==> src/hdl/bcu_params.svh <==
`ifndef BCU_PARAMS_SVH
`define BCU_PARAMS_SVH

// ==========================================================================
// Widths
// ==========================================================================
`define BCU_PC_W        22
`define BCU_PTR_W       16
`define BCU_K_W         12
`define BCU_DATA_W      8

// ==========================================================================
// Status register bit positions
// ==========================================================================
`define BCU_SF_C        0
`define BCU_SF_Z        1
`define BCU_SF_N        2
`define BCU_SF_V        3
`define BCU_SF_S        4
`define BCU_SF_I        7

// ==========================================================================
// Program counter steps and reset values
// ==========================================================================
`define BCU_REL_INC     2'h1
`define BCU_SEQ_INC     2'h1
`define BCU_SKIP_SHORT  2'h2
`define BCU_SKIP_LONG   2'h3
`define BCU_STATUS_RST  8'h00

`endif

==> src/hdl/bcu_pkg.sv <==
// ==========================================================================
// Shared types of the branch and compare unit
// ==========================================================================
package bcu_pkg;

	// Decoded control-flow and compare operations.
	typedef enum logic [4:0] {
		bcu_op_idle,
		bcu_op_relative_jump,
		bcu_op_indirect_jump,
		bcu_op_relative_call,
		bcu_op_indirect_call,
		bcu_op_subroutine_return,
		bcu_op_interrupt_return,
		bcu_op_compare_skip_equal,
		bcu_op_register_compare,
		bcu_op_compare_with_carry,
		bcu_op_compare_immediate,
		bcu_op_skip_reg_bit_clear,
		bcu_op_skip_reg_bit_set,
		bcu_op_skip_io_bit_clear,
		bcu_op_skip_io_bit_set,
		bcu_op_branch_flag_set,
		bcu_op_branch_flag_clear,
		bcu_op_branch_carry_set,
		bcu_op_branch_carry_clear
	} bcu_op_e;

endpackage

==> src/hdl/bcu_pc_adder.sv <==
`timescale 1ns/1ps
`include "bcu_params.svh"

// ==========================================================================
// Program counter adder: base plus signed offset plus a small step
// ==========================================================================
module bcu_pc_adder #(
	parameter int PC_W = `BCU_PC_W,
	parameter int K_W  = `BCU_K_W
) (
	input  wire logic [PC_W-1:0] base,   // Address the step starts from.
	input  wire logic [K_W-1:0]  ofs,    // Signed word offset.
	input  wire logic [1:0]      inc,    // Unsigned extra step.
	output logic      [PC_W-1:0] sum     // Wrapped target address.
);

	// The offset must be narrower than the counter to be sign extended.
	if (K_W >= PC_W || PC_W < 3) begin : g_chk
		$error("bcu_pc_adder: offset wider than program counter");
	end

	logic [PC_W-1:0] ofs_ext;
	logic [PC_W-1:0] inc_ext;

	// Sign extension keeps backward branches wrapping inside the space.
	assign ofs_ext = {{(PC_W-K_W){ofs[K_W-1]}}, ofs};
	assign inc_ext = {{(PC_W-2){1'b0}}, inc};
	assign sum     = base + ofs_ext + inc_ext;

endmodule // bcu_pc_adder

==> src/hdl/bcu_sub_flags.sv <==
`timescale 1ns/1ps
`include "bcu_params.svh"

// ==========================================================================
// Subtractor that yields the compare flags and discards the difference
// ==========================================================================
module bcu_sub_flags #(
	parameter int W = `BCU_DATA_W
) (
	input  wire logic [W-1:0] a,        // Minuend.
	input  wire logic [W-1:0] b,        // Subtrahend.
	input  wire logic         cin,      // Borrow in.
	output logic              zero,     // Difference is zero.
	output logic              carry,    // Borrow out.
	output logic              neg,      // Difference sign bit.
	output logic              ovf,      // Signed overflow.
	output logic              sign      // Negative xor overflow.
);

	if (W < 2) begin : g_chk
		$error("bcu_sub_flags: width below two bits");
	end

	logic [W:0]   wide;
	logic [W-1:0] diff;

	// One extra bit holds the borrow, so no flag needs a second adder.
	assign wide  = {1'b0, a} - {1'b0, b} - {{W{1'b0}}, cin};
	assign diff  = wide[W-1:0];
	assign carry = wide[W];
	assign zero  = (diff == '0);
	assign neg   = diff[W-1];
	assign ovf   = (a[W-1] & ~b[W-1] & ~diff[W-1]) |
		(~a[W-1] & b[W-1] & diff[W-1]);
	assign sign  = neg ^ ovf;

endmodule // bcu_sub_flags

==> src/hdl/bcu_branch_compare.sv <==
// Function
// (RULE1) Relative jump and call add k plus one.
// (RULE2) Indirect forms: low sixteen from pointer, rest zero.
// (RULE3) Subroutine return reloads counter from stack.
// (RULE4) Interrupt return reloads counter, sets interrupt enable.
// (RULE5) Equal registers skip next instruction, two or three.
// (RULE6) Register compare sets flags from destination minus source.
// (RULE7) Compare with carry also subtracts carry.
// (RULE8) Immediate compare subtracts the constant.
// (RULE9) Skip when register bit is clear.
// (RULE10) Skip when register bit is set.
// (RULE11) Skip when I/O bit is clear.
// (RULE12) Skip when I/O bit is set.
// (RULE13) Branch when selected status bit is set.
// (RULE14) Branch when selected status bit is clear.
// (RULE15) Branch when carry is set.
// (RULE16) Branch when carry is clear.
// (RULE17) Calls push the following instruction's address.
`timescale 1ns/1ps
`include "bcu_params.svh"

// ==========================================================================
// Branch and compare unit
// ==========================================================================
module bcu_branch_compare
	import bcu_pkg::*;
#(
	parameter int PC_W  = `BCU_PC_W,
	parameter int PTR_W = `BCU_PTR_W,
	parameter int K_W   = `BCU_K_W
) (
	input  wire logic              clk,           // Core clock.
	input  wire logic              srst,          // Synchronous reset.
	input  wire logic              op_valid,      // Operation present.
	input  wire bcu_op_e           op_code,       // Decoded operation.
	input  wire logic [K_W-1:0]    op_k,          // Signed offset k.
	input  wire logic [2:0]        op_bit,        // Bit or flag select.
	input  wire logic [7:0]        reg_d,         // Destination register.
	input  wire logic [7:0]        reg_r,         // Source register.
	input  wire logic [7:0]        op_imm,        // Immediate constant.
	input  wire logic [7:0]        io_byte,       // Byte read at I/O A.
	input  wire logic [PC_W-1:0]   pc,            // Current address.
	input  wire logic [PTR_W-1:0]  pointer,       // Pointer pair value.
	input  wire logic [PC_W-1:0]   stack_pc,      // Address on stack top.
	input  wire logic [7:0]        status_in,     // Current status.
	input  wire logic              next_two_word, // Next is two words.
	output logic                   res_valid,     // Result present.
	output logic [PC_W-1:0]        pc_next,       // New program counter.
	output logic [7:0]             status_out,    // New status value.
	output logic                   status_we,     // Status write strobe.
	output logic                   push_valid,    // Push return address.
	output logic [PC_W-1:0]        push_addr,     // Return address.
	output logic                   pop_valid      // Stack top consumed.
);

	// Sources must be narrower than the counter to be extended into it.
	if (PTR_W >= PC_W || K_W >= PC_W) begin : g_chk
		$error("bcu_branch_compare: counter narrower than its sources");
	end

	// ======================================================================
	// State
	// ======================================================================
	typedef struct packed {
		logic            valid;
		logic [PC_W-1:0] pc;
		logic [7:0]      status;
		logic            status_we;
		logic            push;
		logic [PC_W-1:0] push_addr;
		logic            pop;
	} bcu_state_s;

	bcu_state_s      st;
	bcu_state_s      next_st;
	logic [PC_W-1:0] rel_pc;
	logic [PC_W-1:0] seq_pc;
	logic [PC_W-1:0] skip_pc;
	logic [PC_W-1:0] ind_pc;
	logic [1:0]      skip_inc;
	logic [7:0]      cmp_b;
	logic            cmp_cin;
	logic            f_z, f_c, f_n, f_v, f_s;
	logic            reg_bit, io_bit, flag_bit;
	logic            carry_in;

	// ======================================================================
	// Address arithmetic
	// ======================================================================
	// Separate adders trade area for a short path into the counter mux.
	assign skip_inc = next_two_word ? `BCU_SKIP_LONG : `BCU_SKIP_SHORT; // RULE5
	assign ind_pc   = {{(PC_W-PTR_W){1'b0}}, pointer}; // RULE2

	bcu_pc_adder #(.PC_W(PC_W), .K_W(K_W)) u_rel (
		.base (pc),
		.ofs  (op_k),
		.inc  (`BCU_REL_INC),
		.sum  (rel_pc)
	); // RULE1

	bcu_pc_adder #(.PC_W(PC_W), .K_W(K_W)) u_seq (
		.base (pc),
		.ofs  ('0),
		.inc  (`BCU_SEQ_INC),
		.sum  (seq_pc)
	);
	bcu_pc_adder #(.PC_W(PC_W), .K_W(K_W)) u_skip (
		.base (pc),
		.ofs  ('0),
		.inc  (skip_inc),
		.sum  (skip_pc)
	);

	// ======================================================================
	// Compare datapath
	// ======================================================================
	// The operand and borrow muxes let one subtractor serve the three flag-setting compares.
	assign cmp_b   = (op_code == bcu_op_compare_immediate) ? op_imm : reg_r;
	assign cmp_cin = (op_code == bcu_op_compare_with_carry) &
		status_in[`BCU_SF_C]; // RULE7

	bcu_sub_flags #(.W(8)) u_cmp (
		.a     (reg_d),
		.b     (cmp_b),
		.cin   (cmp_cin),
		.zero  (f_z),
		.carry (f_c),
		.neg   (f_n),
		.ovf   (f_v),
		.sign  (f_s)
	);

	// Selected bits for the skip and branch tests.
	assign reg_bit  = reg_r[op_bit];
	assign io_bit   = io_byte[op_bit];
	assign flag_bit = status_in[op_bit];
	assign carry_in = status_in[`BCU_SF_C];

	// ======================================================================
	// Next state
	// ======================================================================
	// Every operation resolves in one cycle; status_out follows status_in each cycle and takes new bits only with the strobe.
	always_comb begin
		next_st        = '0;
		next_st.status = status_in;
		if (op_valid) begin
			next_st.valid = 1'b1;
			next_st.pc    = seq_pc;
			unique case (op_code)
				bcu_op_relative_jump: next_st.pc = rel_pc; // RULE1
				bcu_op_relative_call: begin
					next_st.pc        = rel_pc; // RULE1
					next_st.push      = 1'b1; // RULE17
					next_st.push_addr = seq_pc; // RULE17
				end
				bcu_op_indirect_jump: next_st.pc = ind_pc; // RULE2
				bcu_op_indirect_call: begin
					next_st.pc        = ind_pc; // RULE2
					next_st.push      = 1'b1; // RULE17
					next_st.push_addr = seq_pc; // RULE17
				end
				bcu_op_subroutine_return: begin
					next_st.pc  = stack_pc; // RULE3
					next_st.pop = 1'b1; // RULE3
				end
				bcu_op_interrupt_return: begin
					next_st.pc                = stack_pc; // RULE4
					next_st.pop               = 1'b1; // RULE4
					next_st.status[`BCU_SF_I] = 1'b1; // RULE4
					next_st.status_we         = 1'b1; // RULE4
				end
				bcu_op_compare_skip_equal: if (reg_d == reg_r)
					next_st.pc = skip_pc; // RULE5
				bcu_op_register_compare,
				bcu_op_compare_with_carry,
				bcu_op_compare_immediate: begin
					next_st.status[`BCU_SF_Z] = f_z; // RULE6 RULE7 RULE8
					next_st.status[`BCU_SF_C] = f_c; // RULE6 RULE7 RULE8
					next_st.status[`BCU_SF_N] = f_n; // RULE6 RULE7 RULE8
					next_st.status[`BCU_SF_V] = f_v; // RULE6 RULE7 RULE8
					next_st.status[`BCU_SF_S] = f_s; // RULE6 RULE7 RULE8
					next_st.status_we         = 1'b1;
				end
				bcu_op_skip_reg_bit_clear: if (!reg_bit)
					next_st.pc = skip_pc; // RULE9
				bcu_op_skip_reg_bit_set: if (reg_bit)
					next_st.pc = skip_pc; // RULE10
				bcu_op_skip_io_bit_clear: if (!io_bit)
					next_st.pc = skip_pc; // RULE11
				bcu_op_skip_io_bit_set: if (io_bit)
					next_st.pc = skip_pc; // RULE12
				bcu_op_branch_flag_set: if (flag_bit)
					next_st.pc = rel_pc; // RULE13
				bcu_op_branch_flag_clear: if (!flag_bit)
					next_st.pc = rel_pc; // RULE14
				bcu_op_branch_carry_set: if (carry_in)
					next_st.pc = rel_pc; // RULE15
				bcu_op_branch_carry_clear: if (!carry_in)
					next_st.pc = rel_pc; // RULE16
				// Idle and illegal codes step on like a plain instruction.
				default: next_st.pc = seq_pc;
			endcase
		end
	end

	// Registered results keep the counter mux off the fetch path.
	always_ff @(posedge clk) begin
		if (srst) begin
			st        <= '0;
			st.status <= `BCU_STATUS_RST;
		end else begin
			st <= next_st;
		end
	end

	// ======================================================================
	// Outputs
	// ======================================================================
	assign res_valid  = st.valid;
	assign pc_next    = st.pc;
	assign status_out = st.status;
	assign status_we  = st.status_we;
	assign push_valid = st.push;
	assign push_addr  = st.push_addr;
	assign pop_valid  = st.pop;

	logic [PC_W-1:0] k_ext;
	assign k_ext = {{(PC_W-K_W){op_k[K_W-1]}}, op_k};
endmodule // bcu_branch_compare

==> config.mk <==
export PLATFORM = sky130hd
export DESIGN_NAME = bcu_branch_compare
export DESIGN_NICKNAME = d
export VERILOG_FILES = /design/src/hdl/bcu_pkg.sv /design/src/hdl/bcu_pc_adder.sv /design/src/hdl/bcu_sub_flags.sv /design/src/hdl/bcu_branch_compare.sv
export VERILOG_INCLUDE_DIRS = /design/src /design/src/hdl
export SDC_FILE = /design/constraint.sdc
export NUM_CORES = 1
export LEC_CHECK = 0
export ABC_AREA = 0
export BUFFER_PORTS_ARGS = -buffer_cell sky130_fd_sc_hd__buf_2
export CORE_MARGIN = 5
export CORE_UTILIZATION = 45
export CTS_CLUSTER_SIZE = 10
export DETAILED_ROUTE_END_ITERATION = 8
export PLACE_DENSITY = 0.76
export SYNTH_ARGS = -nofsm -noshare
export SYNTH_HDL_FRONTEND = slang
export SYNTH_SLANG_ARGS = --single-unit
==> constraint.sdc <==
create_clock -name clk -period 3.17 [get_ports clk]
set_input_delay 0 -clock clk [delete_from_list [all_inputs] [get_ports clk]]
set_output_delay 0 -clock clk [all_outputs]
set_load 0.02 [all_outputs]
# After elaboration in Yosys (flattened, before gate mapping)
# Index checks and enable logic that the tools add are counted.
# W data, S select, Z words.
dict set report word_totals {
  latchBits 0
  ramBits 0
  register_bits 56
  mem_count 0
  rom_bits 0
}
dict set report op_classes {
  n_reduce_logical 9
  multipliers 0
  n_addsub 6
  n_eq_ne 19
  n_mux 25
  n_bitwise 12
  div 0
  n_lt_le_gt_ge 1
  shift 0
}
# op count
set op_table {}
lappend op_table {{$pmux W22 S12} 1}
lappend op_table {{$mux W22} 9}
lappend op_table {{$add A22 B1 Y22 const B} 2}
lappend op_table {{$eq A5 B4 Y1 const B} 8}
lappend op_table {{$mux W30} 1}
lappend op_table {{$mux W24} 1}
lappend op_table {{$mux W23} 1}
lappend op_table {{$add A22 B2 Y22} 1}
lappend op_table {{$add A22 B22 Y22} 1}
lappend op_table {{$eq A5 B3 Y1 const B} 4}
lappend op_table {{$eq A5 B5 Y1 const B} 3}
lappend op_table {{$eq A5 B2 Y1 const B} 2}
lappend op_table {{$reduce_or A2 Y1} 5}
lappend op_table {{$bmux W1 S3} 3}
lappend op_table {{$sub A8 B8 Y9} 1}
lappend op_table {{$sub A9 B1 Y9} 1}
lappend op_table {{$eq A8 B8 Y1} 1}
lappend op_table {{$logic_not A8 Y1} 1}
lappend op_table {{$mux W8} 1}
lappend op_table {{$mux W1} 7}
lappend op_table {{$reduce_or A3 Y1} 2}
lappend op_table {{$and A1 B1 Y1} 5}
lappend op_table {{$eq A5 B1 Y1 const B} 1}
lappend op_table {{$mux W5} 1}
lappend op_table {{5 further kinds} 9}

# Longest topological paths before layout
dict set report logic_depth {
  ltp_word 10
  depth_mapped 16
  ltp_nobuf 15
}

# By module
# Synthesis repeated with hierarchy kept, for this count alone.
dict set report hier_totals {
  cells_unflattened 1062
  area_unflattened_um2 8788.4
}
# mod area_per_inst_um2 cells_per_inst instances seq_area_each_um2
set modules_own_cells {}
lappend modules_own_cells {bcu_branch_compare 4299.1 514 1 1121.1}
lappend modules_own_cells {bcu_pc_adder 1310.0 159 3 0.0}
lappend modules_own_cells {bcu_sub_flags 559.3 71 1 0.0}

# Worst setup path before layout
# Ideal clock, no wire load.
dict set report synth_timing {
  path_kind {input to register}
  start {input op_code[2]}
  end {register st (netlist bit status_out[4])}
  setup_ps 70
  slack_ps -184
  required_time_ps 3100
  arrival_time_ps 3284
  stages 15
  path_cell_list {clkbuf_1 -> nor3b_1 -> nand2_1 -> mux2_2 -> fa_1 -> inv_1 -> ha_1 -> nand2_1 -> a21boi_0 -> o21a_1 -> o2111a_1 -> a211oi_1 -> mux2i_1 -> nand2_1 -> a21oi_1}
}
dict set report synth_via {
  elab_chain_len 10
}
# element line_no
set synth_rtl {}
lappend synth_rtl {{start, declared} bcu_branch_compare.sv:35} ;# input wire bcu_op_e op_code,
lappend synth_rtl {{$eq A5 B4 Y1} {bcu_branch_compare.sv:118, bcu_branch_compare.sv:149}}
lappend synth_rtl {{$mux W8} bcu_branch_compare.sv:118} ;# assign cmp_b = (op_code == bcu_op_compare_immediate) ? op_imm : reg_r;
lappend synth_rtl {{$sub A8 B8 Y9} bcu_sub_flags.sv:28} ;# assign wide = {1'b0, a} - {1'b0, b} - {{W{1'b0}}, cin};
lappend synth_rtl {{$sub A9 B1 Y9} bcu_sub_flags.sv:28}
lappend synth_rtl {{$not A1 Y1} bcu_sub_flags.sv:33} ;# assign ovf = (a[W-1] & ~b[W-1] & ~diff[W-1]) |
lappend synth_rtl {{$and A1 B1 Y1} bcu_sub_flags.sv:33}
lappend synth_rtl {{$or A1 B1 Y1} bcu_sub_flags.sv:33}
lappend synth_rtl {{$xor A1 B1 Y1} bcu_sub_flags.sv:35} ;# assign sign = neg ^ ovf;
lappend synth_rtl {{$mux W5 *} bcu_branch_compare.sv:149} ;# unique case (op_code)
lappend synth_rtl {{$mux W30 *} bcu_branch_compare.sv:146} ;# if (op_valid) begin
lappend synth_rtl {{end signal, assigned} bcu_branch_compare.sv:212} ;# st <= next_st;
lappend synth_rtl {{end, declared} bcu_branch_compare.sv:74} ;# bcu_state_s st;
# Every way passes the cells marked *; elsewhere a longest branch is shown, timed or not.
# A chain may end at the register's enable or synchronous reset.

# Worst setup path after layout
dict set report layout_timing {
  start {input op_code[3]}
  end {register st (netlist bit status_out[4])}
}
# Same word-level chain as after synthesis.

==> flow_summary.json <==
{
  "yosysSeqAreaShare_pct": 21.2,
  "worstPathMaxFanout": 8,
  "yosysWarnings": 0,
  "vias": 5631,
  "p_leak_nw": 3.12,
  "grt_pass1_vias": 5377,
  "synth-main-ff-cell": "dfxtp_1",
  "finalWirelength_microns": 17500,
  "drt-pass1-iter-count": 5,
  "grt_max_degree": 23,
  "antenna_left": 0,
  "pre_cts_slack_ps": 98.4,
  "worstPathRequired_ps": 3410,
  "cap_violations": 0,
  "ioPinCount": 180,
  "yosys.area_share.simple_pct": 20.3,
  "area_growth_pct": 24.8,
  "syn_nets": 826,
  "synth_edf_count": 0,
  "synth_fa_ha_area_share_pct": 10.4,
  "post-route-period-util_pct": 89.0,
  "async_flop_share_pct": 0,
  "yosysTopAreaCell": "dfxtp_1",
  "muxShareOfSynthArea_pct": 6.54,
  "fin_setup_tns_ps": 0,
  "placed_area_sq_um": 6310,
  "crit_type": "in2reg",
  "final_period_minus_worst_setup_slack_ps": 2820,
  "routedWlPerCell_microns": 17.8,
  "clkSinkCount": 56,
  "switching_share_pct": 36.0,
  "cts_buffers": 5,
  "ys_seq_elements": 56,
  "synth_cells": 660,
  "syn_avg_cell_area_sq_um": 8.00,
  "cts_resized": 0,
  "clk_pin_slew_ps": 70,
  "power_frac_clock_pct": 26.0,
  "die_w_microns": 118,
  "hpwl_microns": 14000,
  "die_h_microns": 118,
  "synth_top_family_by_area": "compound AO/OA/AOI/OAI gates",
  "synth_cell_types": 73,
  "via_per_inst": 5.72,
  "num-fill-cells": 1069,
  "drv_slew": 0,
  "nets": 1005,
  "drive_gt1_share_pct": 27.4,
  "core_area_sq_um": 11500,
  "port_buffers": 179,
  "rsz0062_at_grt": "no",
  "seqPwrFrac_pct": 33.5,
  "worstPathArrival_ps": 3060,
  "die_area_sq_um": 14000,
  "min_path_type": "in2reg",
  "synth.area.top_cells": "dfxtp_1, ha_1, xnor2_1",
  "synth_xor_area_share_pct": 11.8,
  "antenna_found_initial": 2,
  "grt_overflow": 0,
  "peakVddDrop_v": 0.000301,
  "max_slew_margin_pct": 41.0,
  "drc": 0,
  "grt_pass1_wl_microns": 27800,
  "worstSetupStartpointType": "primary input",
  "grt_use_total_pct": 24.1,
  "dr.first_iter.drc_count": 405,
  "synth_top_area_share_pct": 21.2,
  "post_cts_buffers": 0,
  "num_rows": 39,
  "routabilityCongestion": 0.930,
  "final_area_sq_um": 6590,
  "end_kind": "flip-flop",
  "setup_viol": 0,
  "syn_area_sq_um": 5280,
  "p_sw_mw": 0.791,
  "setup_ws_ps": 348,
  "cts-root-buf": "clkbuf_16",
  "power_density_nw_per_um2": 333,
  "comb_power_share_pct": 40.5,
  "htree_levels": 2,
  "clk_path_buf_depth": 2,
  "p_int_mw": 1.41,
  "fmax_mhz": 354,
  "tightest_slew_ps": 885,
  "synth-compound-area-share_pct": 23.7,
  "hold_violations": 0,
  "status": "finished, final reports clean",
  "cts_tree": "built",
  "initial_core_util_pct": 46.1
}
## state kept, by name (all words and copies together) (netlist names)
| register | count |
|---|---|
| pc_next | 22 |
| res_valid | 1 |
| push_valid | 1 |
| status_we | 1 |
| push_addr | 22 |
| pop_valid | 1 |
| status_out | 8 |
## per-layer routing
metal  GRT usage [%]  wire (microns)  part of all wire (%)
met1            33.1            7540                    43
met2            37.3            7710                    44
met3            5.92            1830                    10
met4            7.46             445                   2.5
met5               0               0                     0
## critical path: stages
cell and delay, ps:
buf_2 130, nor3b_2 160, nand2_1 130, mux2_2 360
fa_1 440, inv_1 80, ha_1 230, nand2_1 90
a21boi_0 110, o21a_1 210, o2111a_1 240, a211oi_2 390
mux2i_1 260, nand2_1 70, a21oi_1 140
## metrics by stage
step | hold WS, ps | total power, mW | std cells | utilization [%]
finish | 12.1 | 2.20 | 985 | 57.5
floorplan | 69.1 | 1.33 | 660 | -
CTS | 5.86 | 2.19 | 983 | 57.4
detailed placement | 227 | 1.61 | 962 | 55.0
global route | 31.2 | 2.31 | 985 | 57.5
global placement | 230 | 1.60 | 962 | 55.0
## power by group through the flow
stage                     Combinational [mW]  Sequential, mW  Clock, mW
after detailed placement               0.853           0.752          0
after CTS                              0.871           0.736      0.578
after global routing                   0.970           0.738      0.607
after global placement                 0.846           0.752          0
final                                  0.889           0.736      0.572
after floorplan                        0.542           0.788          0
## kinds of logic (layout without fill, tap and decap cells)
| kind of cell | after synthesis | in the layout |
|---|---|---|
| xor gates and xnor gates | 71 | 71 |
| DFF | 56 | 56 |
| buffers and inverters | 80 | 260 |
| muxes | 22 | 22 |
| AOI/OAI and AO/OA | 174 | 174 |
| other | 0 | 2 |
| adders and majority gates | 42 | 42 |
| and+or+nand+nor | 215 | 215 |
## timing repair
action | CTS | global route
hold endpoints to repair | 10 | 0
setup endpoints to repair | 0 | 0
hold buffers | 13 | 0
## placed cells by master, fill, tap and decap left out, types with 13 or more instances in the layout
master	instances
nand2_1	57
nand3_1	16
ha_1	39
dfxtp_1	56
xor2_1	34
dlygate4sd3_1	13
nor2_1	60
xnor2_1	37
buf_2	179
inv_1	47
o21ai_0	23
o21a_1	13
a21oi_1	36
## cell usage after synthesis, types with 7 or more instances
library cell,number
nand2_1,57
and3_1,11
xor2_1,34
o21a_1,13
mux2_2,10
a211oi_1,8
ha_1,39
a222oi_1,11
inv_1,47
nand4_1,9
xnor2_1,37
o21ai_0,23
a221oi_1,11
dfxtp_1,56
a21o_1,8
a31oi_1,7
nand3_1,16
clkbuf_1,25
a21oi_1,36
and2_1,12
nor2_1,60
nor2b_1,10
nor3_1,11
## final timing paths
path | slack, ps | from | depth (start not counted) | endpoint
worst max-delay path | 350 | op_code[3] | 15 | status_out[4]
worst min-delay path | 10 | pc[0] | 2 | push_addr[0]
## final cells by class
cell class / instances / area, sq um / share of cell area [%]
timing repair buffer: 202 / 1100 / 16.7
sequential: 56 / 1120 / 17.0
clock buffer: 5 / 125 / 1.90
antenna: 2 / 5.00 / 0.0759
multi-input combinational: 524 / 3850 / 58.4
tap: 143 / 179 / 2.71
inverter: 50 / 188 / 2.85
clock inverter: 3 / 25.0 / 0.380
(Power assumes the default switching activity.)
